### config.mk
export PLATFORM = sky130hd
export DESIGN_NAME = fvs_start_stop
export DESIGN_NICKNAME = d
export VERILOG_FILES = /design/src/include/fvs_pkg.sv /design/src/rtl/fvs_start_stop.sv
export VERILOG_INCLUDE_DIRS = /design/src /design/src/include
export SDC_FILE = /design/constraint.sdc
export NUM_CORES = 1
export LEC_CHECK = 0
export ABC_AREA = 1
export BUFFER_PORTS_ARGS = -buffer_cell sky130_fd_sc_hd__buf_2
export CAP_MARGIN = 20
export CORE_MARGIN = 2
export CORE_UTILIZATION = 41
export CTS_CLUSTER_DIAMETER = 80
export DETAILED_ROUTE_END_ITERATION = 7
export GPL_ROUTABILITY_DRIVEN = 1
export PLACE_DENSITY_LB_ADDON = 0.1
export SLEW_MARGIN = 20
export SYNTH_ARGS = -nofsm -noshare
export SYNTH_HDL_FRONTEND = slang
export SYNTH_SLANG_ARGS = --single-unit
### constraint.sdc
create_clock -name clk -period 1.81 [get_ports clk]
set_clock_uncertainty 0.1 [all_clocks]
set_input_delay 0.181 -clock clk [delete_from_list [all_inputs] [get_ports clk]]
set_output_delay 0.181 -clock clk [all_outputs]
set_load 0.005 [all_outputs]
### src/include/fvs_cfg.svh
// constants for the full-voltage start/stop logic
`ifndef FVS_CFG_SVH
`define FVS_CFG_SVH

// ---------------------------------------------------------------
// reset values
// ---------------------------------------------------------------
`define FVS_RST_RUN       1'b0
`define FVS_RST_ATSPEED   1'b0

// ---------------------------------------------------------------
// field positions of the protection enable vector
// ---------------------------------------------------------------
`define FVS_PROT_WIDTH    8
`define FVS_PROT_SCR_BIT  0
`define FVS_PROT_STK_BIT  1

// ---------------------------------------------------------------
// starter type encodings
// ---------------------------------------------------------------
`define FVS_TYPE_WIDTH    2
`define FVS_TYPE_SOFT     2'h0
`define FVS_TYPE_FULLV    2'h1
`define FVS_TYPE_WYEDELTA 2'h2

// ---------------------------------------------------------------
// gate and input widths
// ---------------------------------------------------------------
`define FVS_GATE_WIDTH    6
`define FVS_NUM_STOP      4

`endif

### src/include/fvs_pkg.sv
// types for the full-voltage start/stop logic
`include "fvs_cfg.svh"

package fvs_pkg;

    // ---------------------------------------------------------------
    // run state of the starter
    // ---------------------------------------------------------------
    typedef enum logic [1:0] {
        FVS_IDLE     = 2'b00,
        FVS_STARTING = 2'b01,
        FVS_AT_SPEED = 2'b10
    } fvs_state_t;

    // start/stop handling chosen at the start edge
    typedef enum logic {
        FVS_TWO_WIRE   = 1'b0,
        FVS_THREE_WIRE = 1'b1
    } fvs_wire_t;

endpackage : fvs_pkg

### src/rtl/fvs_start_stop.sv
// full-voltage start/stop control with automatic two/three-wire handling
//
// What this block does
// [RQ1] In full-voltage mode a start command energizes the main-contactor run relay.
// [RQ2] In full-voltage mode the at-speed relays energize once full speed is judged.
// [RQ3] In full-voltage mode all protection stays on except thyristor and stack checks.
// [RQ4] In full-voltage mode ramp, kick and deceleration settings are ignored.
// [RQ5] In full-voltage mode all thyristor gate outputs are held off.
// [RQ6] Two-wire handling runs while the start input is held and stops when it drops.
// [RQ7] Three-wire handling starts on a start pulse and runs until a stop input is low.
// [RQ8] At each start rising edge, three-wire is chosen if a stop input is high.
// [RQ9] Three-wire handling latches the start request internally.
// [RQ10] Selector wiring holds the stop input high in local and low in remote.
// [RQ11] When running ends both run and at-speed relays drop in the same cycle.
`timescale 1ns/1ps
`default_nettype none

`include "fvs_cfg.svh"

module fvs_start_stop
    import fvs_pkg::*;
(
    input  wire logic                        clk,
    input  wire logic                        srst,
    input  wire logic [`FVS_TYPE_WIDTH-1:0]  starterType,
    input  wire logic                        firstDigitalInput,
    input  wire logic [`FVS_NUM_STOP-1:0]    stopInputs,
    input  wire logic [`FVS_NUM_STOP-1:0]    stopAssigned,
    input  wire logic                        fullSpeedSeen,
    input  wire logic                        faultTrip,
    input  wire logic [`FVS_PROT_WIDTH-1:0]  protEnableCfg,
    input  wire logic                        rampCfgActive,
    input  wire logic                        kickCfgActive,
    input  wire logic                        decelCfgActive,
    input  wire logic [`FVS_GATE_WIDTH-1:0]  gateFireReq,
    output logic                             mainContactor,
    output logic                             atSpeedOutput,
    output logic                             threeWireActive,
    output logic                             fullVoltageMode,
    output logic [`FVS_PROT_WIDTH-1:0]       protEnable,
    output logic                             rampEnable,
    output logic                             kickEnable,
    output logic                             decelEnable,
    output logic [`FVS_GATE_WIDTH-1:0]       gateFire
);

    // ---------------------------------------------------------------
    // helpers
    // ---------------------------------------------------------------
    // true when any assigned stop input is high
    function automatic logic anyStopHigh(
        input logic [`FVS_NUM_STOP-1:0] lvl,
        input logic [`FVS_NUM_STOP-1:0] asg
    );
        anyStopHigh = |(lvl & asg);
    endfunction : anyStopHigh

    // true when any assigned stop input is low
    function automatic logic anyStopLow(
        input logic [`FVS_NUM_STOP-1:0] lvl,
        input logic [`FVS_NUM_STOP-1:0] asg
    );
        anyStopLow = |(~lvl & asg);
    endfunction : anyStopLow

    // ---------------------------------------------------------------
    // pin synchronisers
    // ---------------------------------------------------------------
    logic                        startMeta_q;
    logic                        startSync_q;
    logic                        startPrev_q;
    logic [`FVS_NUM_STOP-1:0]    stopMeta_q;
    logic [`FVS_NUM_STOP-1:0]    stopSync_q;
    logic                        speedMeta_q;
    logic                        speedSync_q;

    // two flops per pin, then a delayed copy for edge detection
    always_ff @(posedge clk) begin
        if (srst) begin
            startMeta_q <= 1'b0;
            startSync_q <= 1'b0;
            startPrev_q <= 1'b0;
            stopMeta_q  <= '0;
            stopSync_q  <= '0;
            speedMeta_q <= 1'b0;
            speedSync_q <= 1'b0;
        end else begin
            startMeta_q <= firstDigitalInput;
            startSync_q <= startMeta_q;
            startPrev_q <= startSync_q;
            stopMeta_q  <= stopInputs;
            stopSync_q  <= stopMeta_q;
            speedMeta_q <= fullSpeedSeen;
            speedSync_q <= speedMeta_q;
        end
    end

    logic startRise;
    logic stopLowNow;
    logic stopHighNow;

    // start edge and stop levels
    assign startRise   = startSync_q & ~startPrev_q;
    assign stopLowNow  = anyStopLow(stopSync_q, stopAssigned);
    assign stopHighNow = anyStopHigh(stopSync_q, stopAssigned);

    assign fullVoltageMode = (starterType == `FVS_TYPE_FULLV);

    // ---------------------------------------------------------------
    // run state machine
    // ---------------------------------------------------------------
    fvs_state_t state_q;
    fvs_state_t state_d;
    fvs_wire_t  wire_q;
    fvs_wire_t  wire_d;
    logic       runEnd;

    // next state and wiring choice
    always_comb begin
        state_d = state_q;
        wire_d  = wire_q;
        runEnd  = 1'b0;
        if (startRise) begin
            // choose handling from stop level at the edge
            wire_d = stopHighNow ? FVS_THREE_WIRE : FVS_TWO_WIRE; // [RQ8]
        end
        unique case (state_q)
            FVS_IDLE: begin
                // a low stop only picks two-wire, it never blocks a start
                if (fullVoltageMode && startRise && !faultTrip) begin
                    state_d = FVS_STARTING; // [RQ1] [RQ9]
                end
            end
            FVS_STARTING, FVS_AT_SPEED: begin
                if (wire_q == FVS_TWO_WIRE) begin
                    runEnd = !startSync_q; // [RQ6]
                end else begin
                    runEnd = stopLowNow; // [RQ7]
                end
                if (faultTrip || !fullVoltageMode) begin
                    runEnd = 1'b1;
                end
                if (runEnd) begin
                    state_d = FVS_IDLE; // [RQ11]
                end else if (speedSync_q) begin
                    state_d = FVS_AT_SPEED; // [RQ2]
                end
            end
            default: begin
                state_d = FVS_IDLE;
            end
        endcase
    end

    // state registers
    always_ff @(posedge clk) begin
        if (srst) begin
            state_q <= FVS_IDLE;
            wire_q  <= FVS_TWO_WIRE;
        end else begin
            state_q <= state_d;
            wire_q  <= wire_d;
        end
    end

    // ---------------------------------------------------------------
    // relay outputs
    // ---------------------------------------------------------------
    logic runRelay_q;
    logic runRelay_d;
    logic speedRelay_q;
    logic speedRelay_d;

    // relays follow the next state so both drop together
    always_comb begin
        runRelay_d   = (state_d != FVS_IDLE); // [RQ1] [RQ11]
        speedRelay_d = (state_d == FVS_AT_SPEED); // [RQ2] [RQ11]
    end

    always_ff @(posedge clk) begin
        if (srst) begin
            runRelay_q   <= `FVS_RST_RUN;
            speedRelay_q <= `FVS_RST_ATSPEED;
        end else begin
            runRelay_q   <= runRelay_d;
            speedRelay_q <= speedRelay_d;
        end
    end

    assign mainContactor   = runRelay_q;
    assign atSpeedOutput   = speedRelay_q;
    assign threeWireActive = (wire_q == FVS_THREE_WIRE);

    // ---------------------------------------------------------------
    // mode gating of protection, profile and gates
    // ---------------------------------------------------------------
    logic [`FVS_PROT_WIDTH-1:0] protMask;

    // inhibit thyristor and stack checks only in full-voltage mode
    always_comb begin
        protMask = '1;
        if (fullVoltageMode) begin
            protMask[`FVS_PROT_SCR_BIT] = 1'b0; // [RQ3]
            protMask[`FVS_PROT_STK_BIT] = 1'b0; // [RQ3]
        end
        protEnable  = protEnableCfg & protMask;
        rampEnable  = rampCfgActive & ~fullVoltageMode; // [RQ4]
        kickEnable  = kickCfgActive & ~fullVoltageMode; // [RQ4]
        decelEnable = decelCfgActive & ~fullVoltageMode; // [RQ4]
        gateFire    = fullVoltageMode ? '0 : gateFireReq; // [RQ5]
    end

    // ---------------------------------------------------------------
    // assertions
    // ---------------------------------------------------------------
    a_gate_off_fv: assert property (@(posedge clk) disable iff (srst) // [RQ5]
        fullVoltageMode |-> gateFire == '0)
        else $error("gate fired in full-voltage mode");

    a_prot_inhibit: assert property (@(posedge clk) disable iff (srst) // [RQ3]
        fullVoltageMode |-> !protEnable[`FVS_PROT_SCR_BIT] &&
            !protEnable[`FVS_PROT_STK_BIT])
        else $error("thyristor checks active in full-voltage mode");

    a_profile_off: assert property (@(posedge clk) disable iff (srst) // [RQ4]
        fullVoltageMode |-> !(rampEnable | kickEnable | decelEnable))
        else $error("profile setting active in full-voltage mode");

    a_relays_drop: assert property (@(posedge clk) disable iff (srst) // [RQ11]
        $fell(mainContactor) |-> !atSpeedOutput && !$past(speedRelay_d))
        else $error("at-speed relay outlived run relay");

    a_speed_needs_run: assert property (@(posedge clk) disable iff (srst) // [RQ2]
        atSpeedOutput |-> mainContactor)
        else $error("at-speed without run");

    a_two_wire_stop: assert property (@(posedge clk) disable iff (srst) // [RQ6]
        mainContactor && wire_q == FVS_TWO_WIRE && !startSync_q
        |=> !mainContactor)
        else $error("two-wire run kept without command");

    a_three_wire_stop: assert property (@(posedge clk) disable iff (srst) // [RQ7]
        mainContactor && wire_q == FVS_THREE_WIRE && stopLowNow
        |=> !mainContactor)
        else $error("three-wire run kept with stop low");

    a_wire_select: assert property (@(posedge clk) disable iff (srst) // [RQ8]
        startRise |=> threeWireActive == $past(stopHighNow))
        else $error("wrong handling chosen at start edge");

    a_start_run: assert property (@(posedge clk) disable iff (srst) // [RQ1]
        state_q == FVS_IDLE && fullVoltageMode && startRise && !faultTrip
        |=> mainContactor)
        else $error("start did not energise run relay");

    a_seal_in: assert property (@(posedge clk) disable iff (srst) // [RQ9]
        mainContactor && threeWireActive && !startSync_q && !stopLowNow &&
        !faultTrip && fullVoltageMode |=> mainContactor)
        else $error("three-wire run not held after release");

endmodule : fvs_start_stop

`default_nettype wire

==> key figures <==
STA
  • Hold WS: 0.107 ns
  • Crit path time final: 1.33 ns
  • Unrepaired setup endpoints after global routing: false
  • Max Slew Vio Count: 0
  • Final Hold Viols: 0
  • Peak Freq: 754 MHz
  • Fin crit share: 73.3%
  • # setup viols final: 0
  • Measured slew at the worst slew-check pin: 0.277 ns
  • Slew margin rel.: 81.5%
  • Setup TNS Final: 0 ns

Die
  • Io pins: 53
  • Die ar.: 2410 um^2
  • Initial Utilization: 42.8%
  • Die Width: 49.1 um
  • Total core area: 1940 um^2
  • Rows: 16
  • Die Y: 49.1 um

Synthesis
  • Cells after Synth: 121
  • Mean Syn Cell Area: 6.88 um^2
  • Net Count, Synth: 155
  • Netlist Area Pre-Place: 832 um^2
  • Ys Warns: 0
  • Flops & latches, synth: 18
  • Post-synthesis sequential area ratio: 43.3%
  • Post-synthesis cell type count: 18

Final layout
  • Multi-input gate area: 287 um^2
  • Diodes inserted: 0
  • Cell area after layout: 1110 um^2
  • Share of layout cells above drive strength 1: 32.5%
  • Fill cells: 194
  • Storage cell area: 360 um^2
  • # nets final: 198
  • Final cell count without fillers: 190
  • Layout area overhead: 33.2%

Worst hold path
  • Hold Path Class: primary input to flip-flop

Clock network
  • Clk sinks: 18
  • Clock Root Buffer: clkbuf_4
  • Clock-pin slew on the worst setup and hold paths: 0.09 ns
  • Max Root-Sink Buffers: 2
  • CTS tree: built
  • H-tree depth: 1
  • Worst-Skew Late Latency: 0.28 ns
  • TritonCTS Buffers: 3
  • Post-CTS Setup Inserts: 0

Power and ir drop
  • Sequential share of power: 55.1%
  • Static Leakage: 0.666 nW
  • VDD IR max: 0.525 mV
  • Switching power: 0.166 mW
  • Combinational power share: 14.1%
  • Net Sw Frac: 22.0%
  • Power share of the clock group: 30.8%
  • PwrDens: 682 nW/um^2
  • P_int: 0.590 mW

Critical path
  • Crit path kind: flip-flop to flip-flop
  • Worst EP required: 1.94 ns
  • Crit path DAT: 1.46 ns
  • Worst setup EP type: flip-flop
  • Worst-path maximum fanout: 3
  • CP Launch Type: flip-flop

Routing
  • Drt via density: 3.96
  • DR vias: 752
  • Detailed Routing Iterations Pass 1: 4
  • Avg WL per Cell: 7.70 um
  • Metal3 WL: 143 um
  • Top layer used by detailed routing: met4
  • Remaining DRCs: 0
  • Total routed wirelength: 1460 um
  • Initial DRC count: 8
  • Routed length on met2: 643 um
  • Post-DRT Antenna Nets: 0
  • Metal-1 WL: 621 um

GRT
  • Total grt overflow: 0
  • First-pass GRT wire length: 2610 um
  • Initial antenna violation count: 0
  • Largest net degree at the start of global routing: 16
  • Total Routing Usage GR: 13.9%
  • Vias in the first global route: 678

Run
  • Max-cap violations: 0

Run status
  • Run status: completed

Place
  • Routability Congestion: 0.650
  • Placed insts: 180
  • Final HPWL DP: 1150 um
  • PortBufs: 40
  • Placed Area: 1010 um^2
## critical path: stages, from the launching register on
cell and delay [ns]:
dfxtp_1 0.36, inv_1 0.06, ha_1 0.26, o21ai_1 0.06, nor2_2 0.13, nand3_1 0.09, nand2_2 0.08, nand2_1 0.06
nand2_1 0.06
## cells in the mapped netlist
master	count	share of area, %
nand3_1	1	0.60
a221oi_1	1	1.1
o21ai_0	1	0.60
o21bai_1	1	0.90
buf_4	6	5.4
a21oi_1	1	0.60
nor2_4	2	2.7
clkbuf_1	1	0.45
ha_1	2	3.0
inv_2	2	0.90
dfxtp_1	18	43
o21ai_1	3	1.8
nor2_1	27	12
nor2_2	3	2.3
buf_2	1	0.60
nand2_1	16	7.2
nand2_2	2	1.5
inv_1	33	15
## metrics by stage
step                power (mW)  setup slack [ns]  util (%)
global route             0.806             0.316      57.1
finish                   0.756             0.484      57.1
detailed placement       0.524             0.477      52.1
CTS                      0.770             0.464      57.1
floorplan                0.483             0.555         -
global placement         0.521             0.514      52.1
## logic make-up after synthesis
group	synth area share (%)
compound gates	4.96
simple gates	26.5
flops	43.3
fa+ha+maj	3.01
buf+inv	22.3
## routing by layer
layer | vias to the layer above | global-route usage [%]
met5 | - | 0
met2 | 38 | 23.1
li1 | 416 | -
met3 | 10 | 3.99
met4 | 0 | 10.5
met1 | 288 | 15.0
## final cells by class
cell class	count	area share (%)
multi-input combinational	60	25.8
sequential	18	32.5
tap	27	3.05
inverter	35	11.9
clock buffer	4	3.27
timing repair buffer	46	23.5
## path summary, 6_finish.rpt
check / start / to / slack (ns) / depth (start not counted)
min: stopAssigned[0] / threeWireActive$_SDFFE_PP0N_ / 0.11 / 3
min reg2reg: stopMeta_q[3]$_SDFF_PP0_ / stopSync_q[3]$_SDFF_PP0_ / 0.31 / 2
max: state_q[0]$_SDFF_PP0_ / mainContactor$_SDFF_PP0_ / 0.48 / 8
max reg2reg: state_q[0]$_SDFF_PP0_ / mainContactor$_SDFF_PP0_ / 0.48 / 8
## sequential cells by signal (all words and copies together), names as in the netlist
| register | cells |
|---|---|
| atSpeedOutput | 1 |
| mainContactor | 1 |
| speedMeta_q | 1 |
| speedSync_q | 1 |
| startMeta_q | 1 |
| startPrev_q | 1 |
| startSync_q | 1 |
| state_q | 2 |
| stopMeta_q | 4 |
| stopSync_q | 4 |
| threeWireActive | 1 |
## power groups by stage
stage                     Sequential, mW  Clock, mW  Combinational [mW]
final                              0.417      0.233               0.106
after global routing               0.419      0.264               0.123
after CTS                          0.417      0.246               0.108
after detailed placement           0.426          0              0.0974
after global placement             0.426          0              0.0951
after floorplan                    0.425          0              0.0584
## cells in the final DEF, fill, tap and decap left out, types with 2 or more instances in the layout
cell and n:
dfxtp_1 18, ha_1 2, nor2_1 27, nor2_4 2
o21ai_1 3, inv_2 2, clkbuf_4 3, nand2_1 16
nand2_2 2, dlygate4sd3_1 6, inv_1 33, nor2_2 3
buf_2 40
## timing repair
action,in CTS,in global routing
hold buffers,6,0
hold endpoints to repair,6,0
gates resized for setup,0,0
No activity file was read; power rests on OpenSTA's default activity.
